<file path="src/ias_pkg.sv">
package ias_pkg;
  localparam logic [7:0] IAS_OFF_CTRL = 8'h00;
  localparam logic [7:0] IAS_OFF_BUF = 8'h04;
  localparam logic [7:0] IAS_OFF_STAT = 8'h08;
  localparam logic [7:0] IAS_OFF_MASK = 8'h0c;
  localparam logic [7:0] IAS_OFF_RATE = 8'h10;
  localparam int IAS_CTRL_ACK_GO = 0;
  localparam int IAS_CTRL_STOP_GO = 1;
  localparam int IAS_CTRL_ACK_VAL = 2;
  localparam int IAS_CTRL_HOLD = 3;
  localparam int IAS_ST_COLL = 0;
  localparam int IAS_ST_STOP = 1;
  localparam int IAS_ST_IRQ = 2;
  localparam int IAS_ST_W = 3;
  localparam logic [7:0] IAS_RATE_RESET = 8'h09;
  localparam logic [3:0] IAS_CTRL_RESET = 4'h0;
  localparam logic [2:0] IAS_ST_RESET = 3'h0;
  localparam logic [7:0] IAS_BUF_RESET = 8'h00;
  typedef enum logic [2:0] {
    IAS_IDLE,
    IAS_ACK_LOW,
    IAS_ACK_WAIT_HI,
    IAS_ACK_HIGH,
    IAS_STOP_SDA,
    IAS_STOP_COUNT,
    IAS_STOP_SCLHI,
    IAS_STOP_DONE
  } ias_state_t;
endpackage

</file>
<file path="src/ias_rate_if.sv">
`timescale 1ns/1ns
`default_nettype none
interface ias_rate_if;
  logic run;
  logic reload;
  logic [7:0] period;
  logic expire;
  modport ctl (output run, output reload, output period, input expire);
  modport gen (input run, input reload, input period, output expire);
endinterface
`default_nettype wire

</file>
<file path="src/ias_rate_gen.sv">
`timescale 1ns/1ns
`default_nettype none
// counts period+1 cycles per rollover; stopped counter holds the reload value
module ias_rate_gen
  import ias_pkg::*;
(
  input wire logic clock,
  input wire logic rst,
  ias_rate_if.gen rif
);
  logic [7:0] cnt_q;
  wire at_zero = (cnt_q == 8'h00);
  always_ff @(posedge clock)
  begin
    if (rst || !rif.run || rif.reload || at_zero)
      cnt_q <= rst ? IAS_RATE_RESET : rif.period;
    else
      cnt_q <= cnt_q - 8'h01;
  end
  assign rif.expire = rif.run && !rif.reload && at_zero;
endmodule
`default_nettype wire

</file>
<file path="src/ias_seq.sv">
// Notes on behaviour
// - ack start pulls SCL low, presents ack bit
// - one rollover, then release SCL
// - SCL high seen, one rollover, SCL low
// - ack end clears go bit, goes idle
// - buffer write during ack sets collision, ignored
// - hold SCL low after ninth falling edge
// - stop start drives SDA low
// - SDA low seen, reload generator, count down
// - expiry releases SCL, SDA one rollover after SCL high seen
// - SDA high with SCL high sets stop flag
// - one rollover later clear go, set irq
// - buffer write during stop sets collision, ignored
//
// Decided for this implementation: register access over APB and the address map.
`timescale 1ns/1ns
`default_nettype none
module ias_seq
  import ias_pkg::*;
(
  input wire logic clock,
  input wire logic rst,
  input wire logic psel,
  input wire logic penable,
  input wire logic pwrite,
  input wire logic [7:0] paddr,
  input wire logic [31:0] pwdata,
  output logic [31:0] prdata,
  output logic pready,
  output logic pslverr,
  input wire logic scl_in,
  output logic scl_out,
  output logic scl_oe,
  input wire logic sda_in,
  output logic sda_out,
  output logic sda_oe,
  output logic irq
);
  ias_rate_if rif();
  ias_rate_gen u_rate (.clock(clock), .rst(rst), .rif(rif));

  logic scl_m_q, scl_s_q, sda_m_q, sda_s_q;
  logic ack_go_q, stop_go_q, ack_val_q, hold_q;
  logic [7:0] buf_q, rate_q;
  logic [IAS_ST_W-1:0] stat_q, mask_q;
  ias_state_t st_q, st_d;
  logic scl_low_q, sda_low_q, run_q, reload_q;
  logic scl_low_d, sda_low_d, run_d, reload_d;
  logic pready_q, pslverr_q, irq_q;
  logic [31:0] prdata_q;
  logic stop_ev, done_ev, ack_done;

  // link pins pass two flops before any use
  always_ff @(posedge clock)
  begin
    scl_m_q <= scl_in;
    scl_s_q <= scl_m_q;
    sda_m_q <= sda_in;
    sda_s_q <= sda_m_q;
  end

  wire acc = psel && penable && !pready_q;
  wire wr = acc && pwrite;
  wire rd = acc && !pwrite;
  wire hit_ctrl = paddr == IAS_OFF_CTRL;
  wire hit_buf = paddr == IAS_OFF_BUF;
  wire hit_stat = paddr == IAS_OFF_STAT;
  wire hit_mask = paddr == IAS_OFF_MASK;
  wire hit_rate = paddr == IAS_OFF_RATE;
  wire mapped = hit_ctrl || hit_buf || hit_stat || hit_mask || hit_rate;
  wire busy = st_q != IAS_IDLE;
  wire buf_wr = wr && hit_buf;
  wire collide = buf_wr && (busy || ack_go_q || stop_go_q);
  wire [IAS_ST_W-1:0] set_v = {done_ev, stop_ev, collide};
  wire [IAS_ST_W-1:0] clr_v = (wr && hit_stat) ? pwdata[IAS_ST_W-1:0] : '0;
  wire [31:0] rd_mux =
    hit_ctrl ? {28'h0, hold_q, ack_val_q, stop_go_q, ack_go_q} :
    hit_buf ? {24'h0, buf_q} :
    hit_stat ? {29'h0, stat_q} :
    hit_mask ? {29'h0, mask_q} :
    hit_rate ? {24'h0, rate_q} : 32'h0;

  assign rif.run = run_q;
  assign rif.reload = reload_q;
  assign rif.period = rate_q;

  always_ff @(posedge clock)
  begin
    if (rst)
    begin
      pready_q <= 1'b0;
      pslverr_q <= 1'b0;
      prdata_q <= 32'h0;
    end
    else
    begin
      pready_q <= acc;
      pslverr_q <= acc && !mapped;
      prdata_q <= rd ? rd_mux : 32'h0;
    end
  end

  always_ff @(posedge clock)
  begin
    if (rst)
    begin
      ack_val_q <= 1'b0;
      hold_q <= 1'b0;
      rate_q <= IAS_RATE_RESET;
      mask_q <= IAS_ST_RESET;
      buf_q <= IAS_BUF_RESET;
    end
    else
    begin
      if (wr && hit_ctrl)
      begin
        ack_val_q <= pwdata[IAS_CTRL_ACK_VAL];
        hold_q <= pwdata[IAS_CTRL_HOLD];
      end
      if (wr && hit_rate)
        rate_q <= pwdata[7:0];
      if (wr && hit_mask)
        mask_q <= pwdata[IAS_ST_W-1:0];
      if (buf_wr && !collide)
        buf_q <= pwdata[7:0];
    end
  end

  // a hardware set wins over a same-cycle write-one clear
  genvar gi;
  generate
    for (gi = 0; gi < IAS_ST_W; gi++)
    begin : g_stat
      always_ff @(posedge clock)
      begin
        if (rst)
          stat_q[gi] <= 1'b0;
        else if (set_v[gi])
          stat_q[gi] <= 1'b1;
        else if (clr_v[gi])
          stat_q[gi] <= 1'b0;
      end
    end
  endgenerate

  wire ctrl_wr = wr && hit_ctrl && !busy;
  always_ff @(posedge clock)
  begin
    if (rst)
    begin
      ack_go_q <= 1'b0;
      stop_go_q <= 1'b0;
    end
    else
    begin
      if (ack_done)
        ack_go_q <= 1'b0;
      else if (ctrl_wr && pwdata[IAS_CTRL_ACK_GO] && !stop_go_q)
        ack_go_q <= 1'b1;
      if (done_ev)
        stop_go_q <= 1'b0;
      else if (ctrl_wr && pwdata[IAS_CTRL_STOP_GO] && !ack_go_q && !pwdata[IAS_CTRL_ACK_GO])
        stop_go_q <= 1'b1;
    end
  end

  always_comb
  begin
    st_d = st_q;
    scl_low_d = scl_low_q;
    sda_low_d = sda_low_q;
    run_d = run_q;
    reload_d = 1'b0;
    stop_ev = 1'b0;
    done_ev = 1'b0;
    ack_done = 1'b0;
    case (st_q)
      IAS_IDLE:
      begin
        run_d = 1'b0;
        // scl stays low after the ninth falling edge while software holds it
        scl_low_d = hold_q;
        sda_low_d = 1'b0;
        if (ack_go_q)
        begin
          st_d = IAS_ACK_LOW;
          scl_low_d = 1'b1;
          sda_low_d = !ack_val_q;
          run_d = 1'b1;
          reload_d = 1'b1;
        end
        else if (stop_go_q)
        begin
          st_d = IAS_STOP_SDA;
          scl_low_d = 1'b1;
          sda_low_d = 1'b1;
        end
      end
      IAS_ACK_LOW:
        if (rif.expire)
        begin
          scl_low_d = 1'b0;
          run_d = 1'b0;
          st_d = IAS_ACK_WAIT_HI;
        end
      IAS_ACK_WAIT_HI:
        if (scl_s_q)
        begin
          run_d = 1'b1;
          reload_d = 1'b1;
          st_d = IAS_ACK_HIGH;
        end
      IAS_ACK_HIGH:
        if (rif.expire)
        begin
          scl_low_d = 1'b1;
          sda_low_d = 1'b0;
          run_d = 1'b0;
          ack_done = 1'b1;
          st_d = IAS_IDLE;
        end
      IAS_STOP_SDA:
        if (!sda_s_q)
        begin
          run_d = 1'b1;
          reload_d = 1'b1;
          st_d = IAS_STOP_COUNT;
        end
      IAS_STOP_COUNT:
        if (rif.expire)
        begin
          scl_low_d = 1'b0;
          run_d = 1'b0;
          st_d = IAS_STOP_SCLHI;
        end
      IAS_STOP_SCLHI:
        if (!run_q && scl_s_q)
        begin
          run_d = 1'b1;
          reload_d = 1'b1;
        end
        else if (rif.expire)
        begin
          sda_low_d = 1'b0;
          run_d = 1'b0;
          st_d = IAS_STOP_DONE;
        end
      IAS_STOP_DONE:
        if (!run_q && sda_s_q && scl_s_q)
        begin
          stop_ev = 1'b1;
          run_d = 1'b1;
          reload_d = 1'b1;
        end
        else if (rif.expire)
        begin
          done_ev = 1'b1;
          run_d = 1'b0;
          st_d = IAS_IDLE;
        end
      default:
        st_d = IAS_IDLE;
    endcase
  end

  always_ff @(posedge clock)
  begin
    if (rst)
    begin
      st_q <= IAS_IDLE;
      scl_low_q <= 1'b0;
      sda_low_q <= 1'b0;
      run_q <= 1'b0;
      reload_q <= 1'b0;
      irq_q <= 1'b0;
    end
    else
    begin
      st_q <= st_d;
      scl_low_q <= scl_low_d;
      sda_low_q <= sda_low_d;
      run_q <= run_d;
      reload_q <= reload_d;
      irq_q <= |(stat_q & mask_q);
    end
  end

  assign scl_out = 1'b0;
  assign sda_out = 1'b0;
  assign scl_oe = scl_low_q;
  assign sda_oe = sda_low_q;
  assign irq = irq_q;
  assign prdata = prdata_q;
  assign pready = pready_q;
  assign pslverr = pslverr_q;

  a_ack_release: assert property (@(posedge clock) disable iff (rst)
    st_q == IAS_ACK_LOW && rif.expire |=> !scl_oe && st_q == IAS_ACK_WAIT_HI)
    else $error("scl not released after ack low period");
  a_ack_start: assert property (@(posedge clock) disable iff (rst)
    st_q == IAS_IDLE && ack_go_q |=> scl_oe && sda_oe == !ack_val_q)
    else $error("ack start did not present bit");
  a_ack_wait: assert property (@(posedge clock) disable iff (rst)
    st_q == IAS_ACK_WAIT_HI && !scl_s_q |=> st_q == IAS_ACK_WAIT_HI && !run_q)
    else $error("ack count started while scl low");
  a_ack_rise: assert property (@(posedge clock) disable iff (rst)
    st_q == IAS_ACK_WAIT_HI && scl_s_q |=> st_q == IAS_ACK_HIGH && run_q && !scl_oe)
    else $error("ack high count not started");
  a_ack_end: assert property (@(posedge clock) disable iff (rst)
    st_q == IAS_ACK_HIGH && rif.expire |=> !ack_go_q && scl_oe && st_q == IAS_IDLE && !run_q)
    else $error("ack end not clean");
  a_coll_set: assert property (@(posedge clock) disable iff (rst)
    buf_wr && busy |=> stat_q[IAS_ST_COLL] && $stable(buf_q))
    else $error("collision not flagged");
  a_stop_sda: assert property (@(posedge clock) disable iff (rst)
    st_q == IAS_IDLE && stop_go_q && !ack_go_q |=> sda_oe && scl_oe)
    else $error("stop did not pull sda low");
  a_stop_count: assert property (@(posedge clock) disable iff (rst)
    st_q == IAS_STOP_SDA && !sda_s_q |=> st_q == IAS_STOP_COUNT && run_q && sda_oe)
    else $error("stop count not started");
  a_stop_scl: assert property (@(posedge clock) disable iff (rst)
    st_q == IAS_STOP_COUNT && rif.expire |=> !scl_oe && sda_oe && st_q == IAS_STOP_SCLHI)
    else $error("stop did not release scl first");
  a_stop_release: assert property (@(posedge clock) disable iff (rst)
    st_q == IAS_STOP_SCLHI && rif.expire |=> !sda_oe && !scl_oe && st_q == IAS_STOP_DONE)
    else $error("stop did not release sda");
  a_stop_flag: assert property (@(posedge clock) disable iff (rst)
    stop_ev |=> stat_q[IAS_ST_STOP])
    else $error("stop flag not set");
  a_stop_done: assert property (@(posedge clock) disable iff (rst)
    done_ev |=> !stop_go_q && stat_q[IAS_ST_IRQ] && st_q == IAS_IDLE)
    else $error("stop end not clean");
  a_coll_stop: assert property (@(posedge clock) disable iff (rst)
    buf_wr && stop_go_q |=> stat_q[IAS_ST_COLL] && $stable(buf_q))
    else $error("collision during stop not flagged");
  a_coll_keep: assert property (@(posedge clock) disable iff (rst)
    stat_q[IAS_ST_COLL] && !(wr && hit_stat && pwdata[IAS_ST_COLL]) |=> stat_q[IAS_ST_COLL])
    else $error("collision flag lost");
  a_hold_low: assert property (@(posedge clock) disable iff (rst)
    st_q == IAS_IDLE && !ack_go_q && !stop_go_q && hold_q |=> scl_oe)
    else $error("scl not held low after byte");
endmodule
`default_nettype wire

</file>
<file path="config.mk">
export PLATFORM = sky130hd
export DESIGN_NAME = ias_seq
export DESIGN_NICKNAME = d
export VERILOG_FILES = /design/src/ias_pkg.sv /design/src/ias_rate_if.sv /design/src/ias_rate_gen.sv /design/src/ias_seq.sv
export SDC_FILE = /design/constraint.sdc
export NUM_CORES = 1
export LEC_CHECK = 0
export ABC_AREA = 1
export BUFFER_PORTS_ARGS = -buffer_cell sky130_fd_sc_hd__buf_2
export CAP_MARGIN = 20
export CORE_ASPECT_RATIO = 1.1
export CORE_MARGIN = 1
export CORE_UTILIZATION = 35
export DETAILED_ROUTE_END_ITERATION = 8
export SLEW_MARGIN = 20
export SYNTH_ARGS = -nofsm -noshare
export SYNTH_HDL_FRONTEND = slang
export SYNTH_SLANG_ARGS = --single-unit
</file>
<file path="constraint.sdc">
create_clock -name clock -period 3.7 [get_ports clock]
set_input_delay 0.37 -clock clock [delete_from_list [all_inputs] [get_ports clock]]
set_output_delay 0.37 -clock clock [all_outputs]
set_load 0.05 [all_outputs]
</file>
==> summary.md <==
| Metric | Value |
|---|---|
| First-pass GRT wire length | 9.57 mm |
| Die outline height | 95.6 um |
| DR WL/cell | 10.9 um |
| Total vias in the final route | 2,450 |
| Fmax | 545 MHz |
| Critical path class | input pin to flip-flop |
| Final hold vios | 0 |
| Top cell type's share of synthesized area | 40.2% |
| Critical path arrival | 2.10 ns |
| Syn. warnings | 0 |
| Critical-path cell list | buf_2 > inv_1 > o211ai_2 > inv_1 > o21ai_0 > nand2_1 |
| Area leader, netlist | dfxtp_1 |
| Compound-gate portion of the synthesized area | 12.0% |
| Data required, critical path | 3.97 ns |
| CTS tree | done |
| Critical path's top delay family | buffers and inverters |
| Core area | 7600 um2 |
| Peak VDD IR | 184 uV |
| Routed vias/inst | 4.59 |
| Iter 0 DRT Violations | 134 |
| Top_reg_cell synth | dfxtp_1 |
| Layout cells sized above 1 | 14.0% |
| Hold Path Class | input pin to flip-flop |
| Final setup fails | 0 |
| Filler Cell Count | 819 |
| Detailed-route DRC error count | 0 |
| GRT Residual Overflow | 0 |
| Vias in the first global route | 2,222 |
| Post-route ant nets | 0 |
| GP Congestion | 0.814 |
| CTS resizes | 0 |
| Average cell area after synthesis | 7.06 um2 |
| Post-CTS Setup Bufs | 0 |
| Top cells by count, synth | nand2_1, dfxtp_1, nor2_1, inv_1, o21ai_0 |
| H-tree Lvls | 2 |
| Max-cap viol count | 0 |
| Leakage Power | 1.42 nW |
| Worst-Margin Slew | 0.880 ns |
| Synthesis-to-layout area growth | 9.33% |
| Synth unique cells | 34 |
| Diode count | 0 |
| Startpoint Class | input pin |
| Initial Util | 36.7% |
| Top-count cell post-synth | nand2_1 |
| Buf/Inv on CP | 3 |
| Critical path capture point type | flip-flop |
| Worst Path Max Fanout | 29 |
| Hpwl dp | 4.41 mm |
| Mux share of post-synthesis cell area | 0% |
| Largest net degree at the start of global routing | 30 |
| EDFF count, synth | 0 |
| Die area | 8330 um2 |
| Fin crit share | 49.6% |
| Top post-synthesis cells by area | dfxtp_1, nand2_1, buf_4 |
| Longest Clk Path Bufs | 2 |
| Placed inst area | 2930 um2 |
| Most common cell on crit path | inv_1 |
| Chip Width | 87.1 um |
| Final Slew Violations | 0 |
| Max-slew headroom | 41.3% |
| Worst-path clk slew | 0.11 ns |
| Simple-gate share of the synthesized area | 28.6% |
| Clock sink total | 56 |
| Synth Instances | 395 |
| RSZ-0062 raised after global routing | no |
| Clock Skew | 0.0136 ns |
| Synth Area in Adders | 0.449% |
| Slowest cell on crit path | inv_1 |
| Max incr delay on CP | 0.69 ns |
| Register bit total from synthesis | 56 |
| DRT Wirelength | 5.81 mm |
| Final nets | 476 |
| Placement Rows | 33 |
| Post-CTS Hold Fix Bufs | 0 |
| IO Pins | 86 |
| CTS Root Cell | clkbuf_8 |
| Pre-antenna DRT Iters | 4 |
| Crit path time final | 1.83 ns |
| GRT Total Usage | 14.6% |
| Status | completed |
| Largest family of logic cells by synthesized area | simple AND/OR/NAND/NOR gates |
| XOR/XNOR Fraction of Synth Area | 1.57% |
| Sequential-to-total area share from yosys stat | 40.2% |
| Async SR Flop Fraction | 0% |
| Setup TNS | 0 ns |
| Number of buffers created by CTS | 5 |
| PwrDens | 419 nW/um2 |
| Clock Latency Late Sink | 0.31 ns |
| IO buf count | 35 |
| Initial antenna violation count | 0 |
| Design area | 3050 um2 |
| Mapped cell area | 2790 um2 |
## power breakdown
| group | internal, mW | total [mW] | switching (mW) |
|---|---|---|---|
| Clock | 0.204 | 0.409 | 0.204 |
| Combinational | 0.0531 | 0.234 | 0.181 |
| Sequential | 0.621 | 0.636 | 0.0145 |
## cell families (layout without fill, tap and decap cells)
logic type	after synthesis	count (layout)
other	1	26
buffers and inverters	88	97
AND/OR/NAND/NOR	181	181
adder cells (fa/ha/maj)	1	1
AO/OA/AOI/OAI	63	63
flip-flops	56	56
XOR/XNOR	5	5
## placed cells by master, fill, tap and decap left out, drive strengths merged
| cell type | synthesis | final |
|---|---|---|
| nand3 | 36 | 36 |
| o2111ai | 1 | 1 |
| o21a | 1 | 1 |
| buf | 33 | 36 |
| bufinv | 0 | 1 |
| a31oi | 2 | 2 |
| o21ai | 37 | 37 |
| dfxtp | 56 | 56 |
| nand2 | 74 | 74 |
| nor2 | 60 | 60 |
| clkinv | 1 | 3 |
| o211ai | 2 | 2 |
| conb | 1 | 26 |
| nor3 | 3 | 3 |
| nor4 | 1 | 1 |
| xor2 | 4 | 4 |
| a21oi | 20 | 20 |
| ha | 1 | 1 |
| nand4 | 7 | 7 |
| inv | 52 | 52 |
| clkbuf | 2 | 5 |
| xnor2 | 1 | 1 |
## path summary, 6_finish.rpt
check,from,endpoint,slack (ns),cells past startpoint
worst max register to register,u_rate.cnt_q[0],st_q[0],2.00,9
worst max-delay path,rst,u_rate.cnt_q[2],1.87,6
worst min register to register,sda_m_q,sda_s_q,0.33,0
worst min-delay path,scl_in,scl_m_q,0.16,1
## cell type report
type	count	area [um2]	area share [%]
clock inverters	3	47.5	1.56
clock buffers	5	68.8	2.26
repair buffers	36	183	5.99
well taps	105	131	4.31
inverters	53	211	6.93
flip-flops and latches	56	1120	36.8
multi-input cells	276	1290	42.2
## sequential cells by signal (all words and copies together) (netlist names)
signal,flops
ack_go_q,1
ack_val_q,1
buf_q,8
hold_q,1
irq,1
mask_q,3
prdata,8
pready,1
pslverr,1
rate_q,8
reload_q,1
rif.run,1
scl_m_q,1
scl_oe,1
scl_s_q,1
sda_m_q,1
sda_oe,1
sda_s_q,1
st_q,3
stat_q,3
stop_go_q,1
u_rate.cnt_q,8
## per-layer routing
layer  part of all wire, %  vias up  GRT usage, %
met5                     0        -             0
met4                   1.3        0          4.64
met3                   3.3        6          2.16
met2                    48       50          26.2
met1                    47     1129          17.7
li1                      -     1265             -
## metrics by stage
stage | cells | setup slack (ns) | hold WS [ns] | power, mW | utilization [%]
floorplan | 420 | 2.27 | 0.310 | 0.858 | -
global placement | 526 | 1.53 | 0.310 | 0.882 | 38.6
detailed placement | 526 | 1.54 | 0.312 | 0.883 | 38.6
CTS | 534 | 1.87 | 0.154 | 1.29 | 40.1
global route | 534 | 1.69 | 0.150 | 1.34 | 40.1
finish | 534 | 1.87 | 0.159 | 1.28 | 40.1
Power figures use the tool's default switching activity.
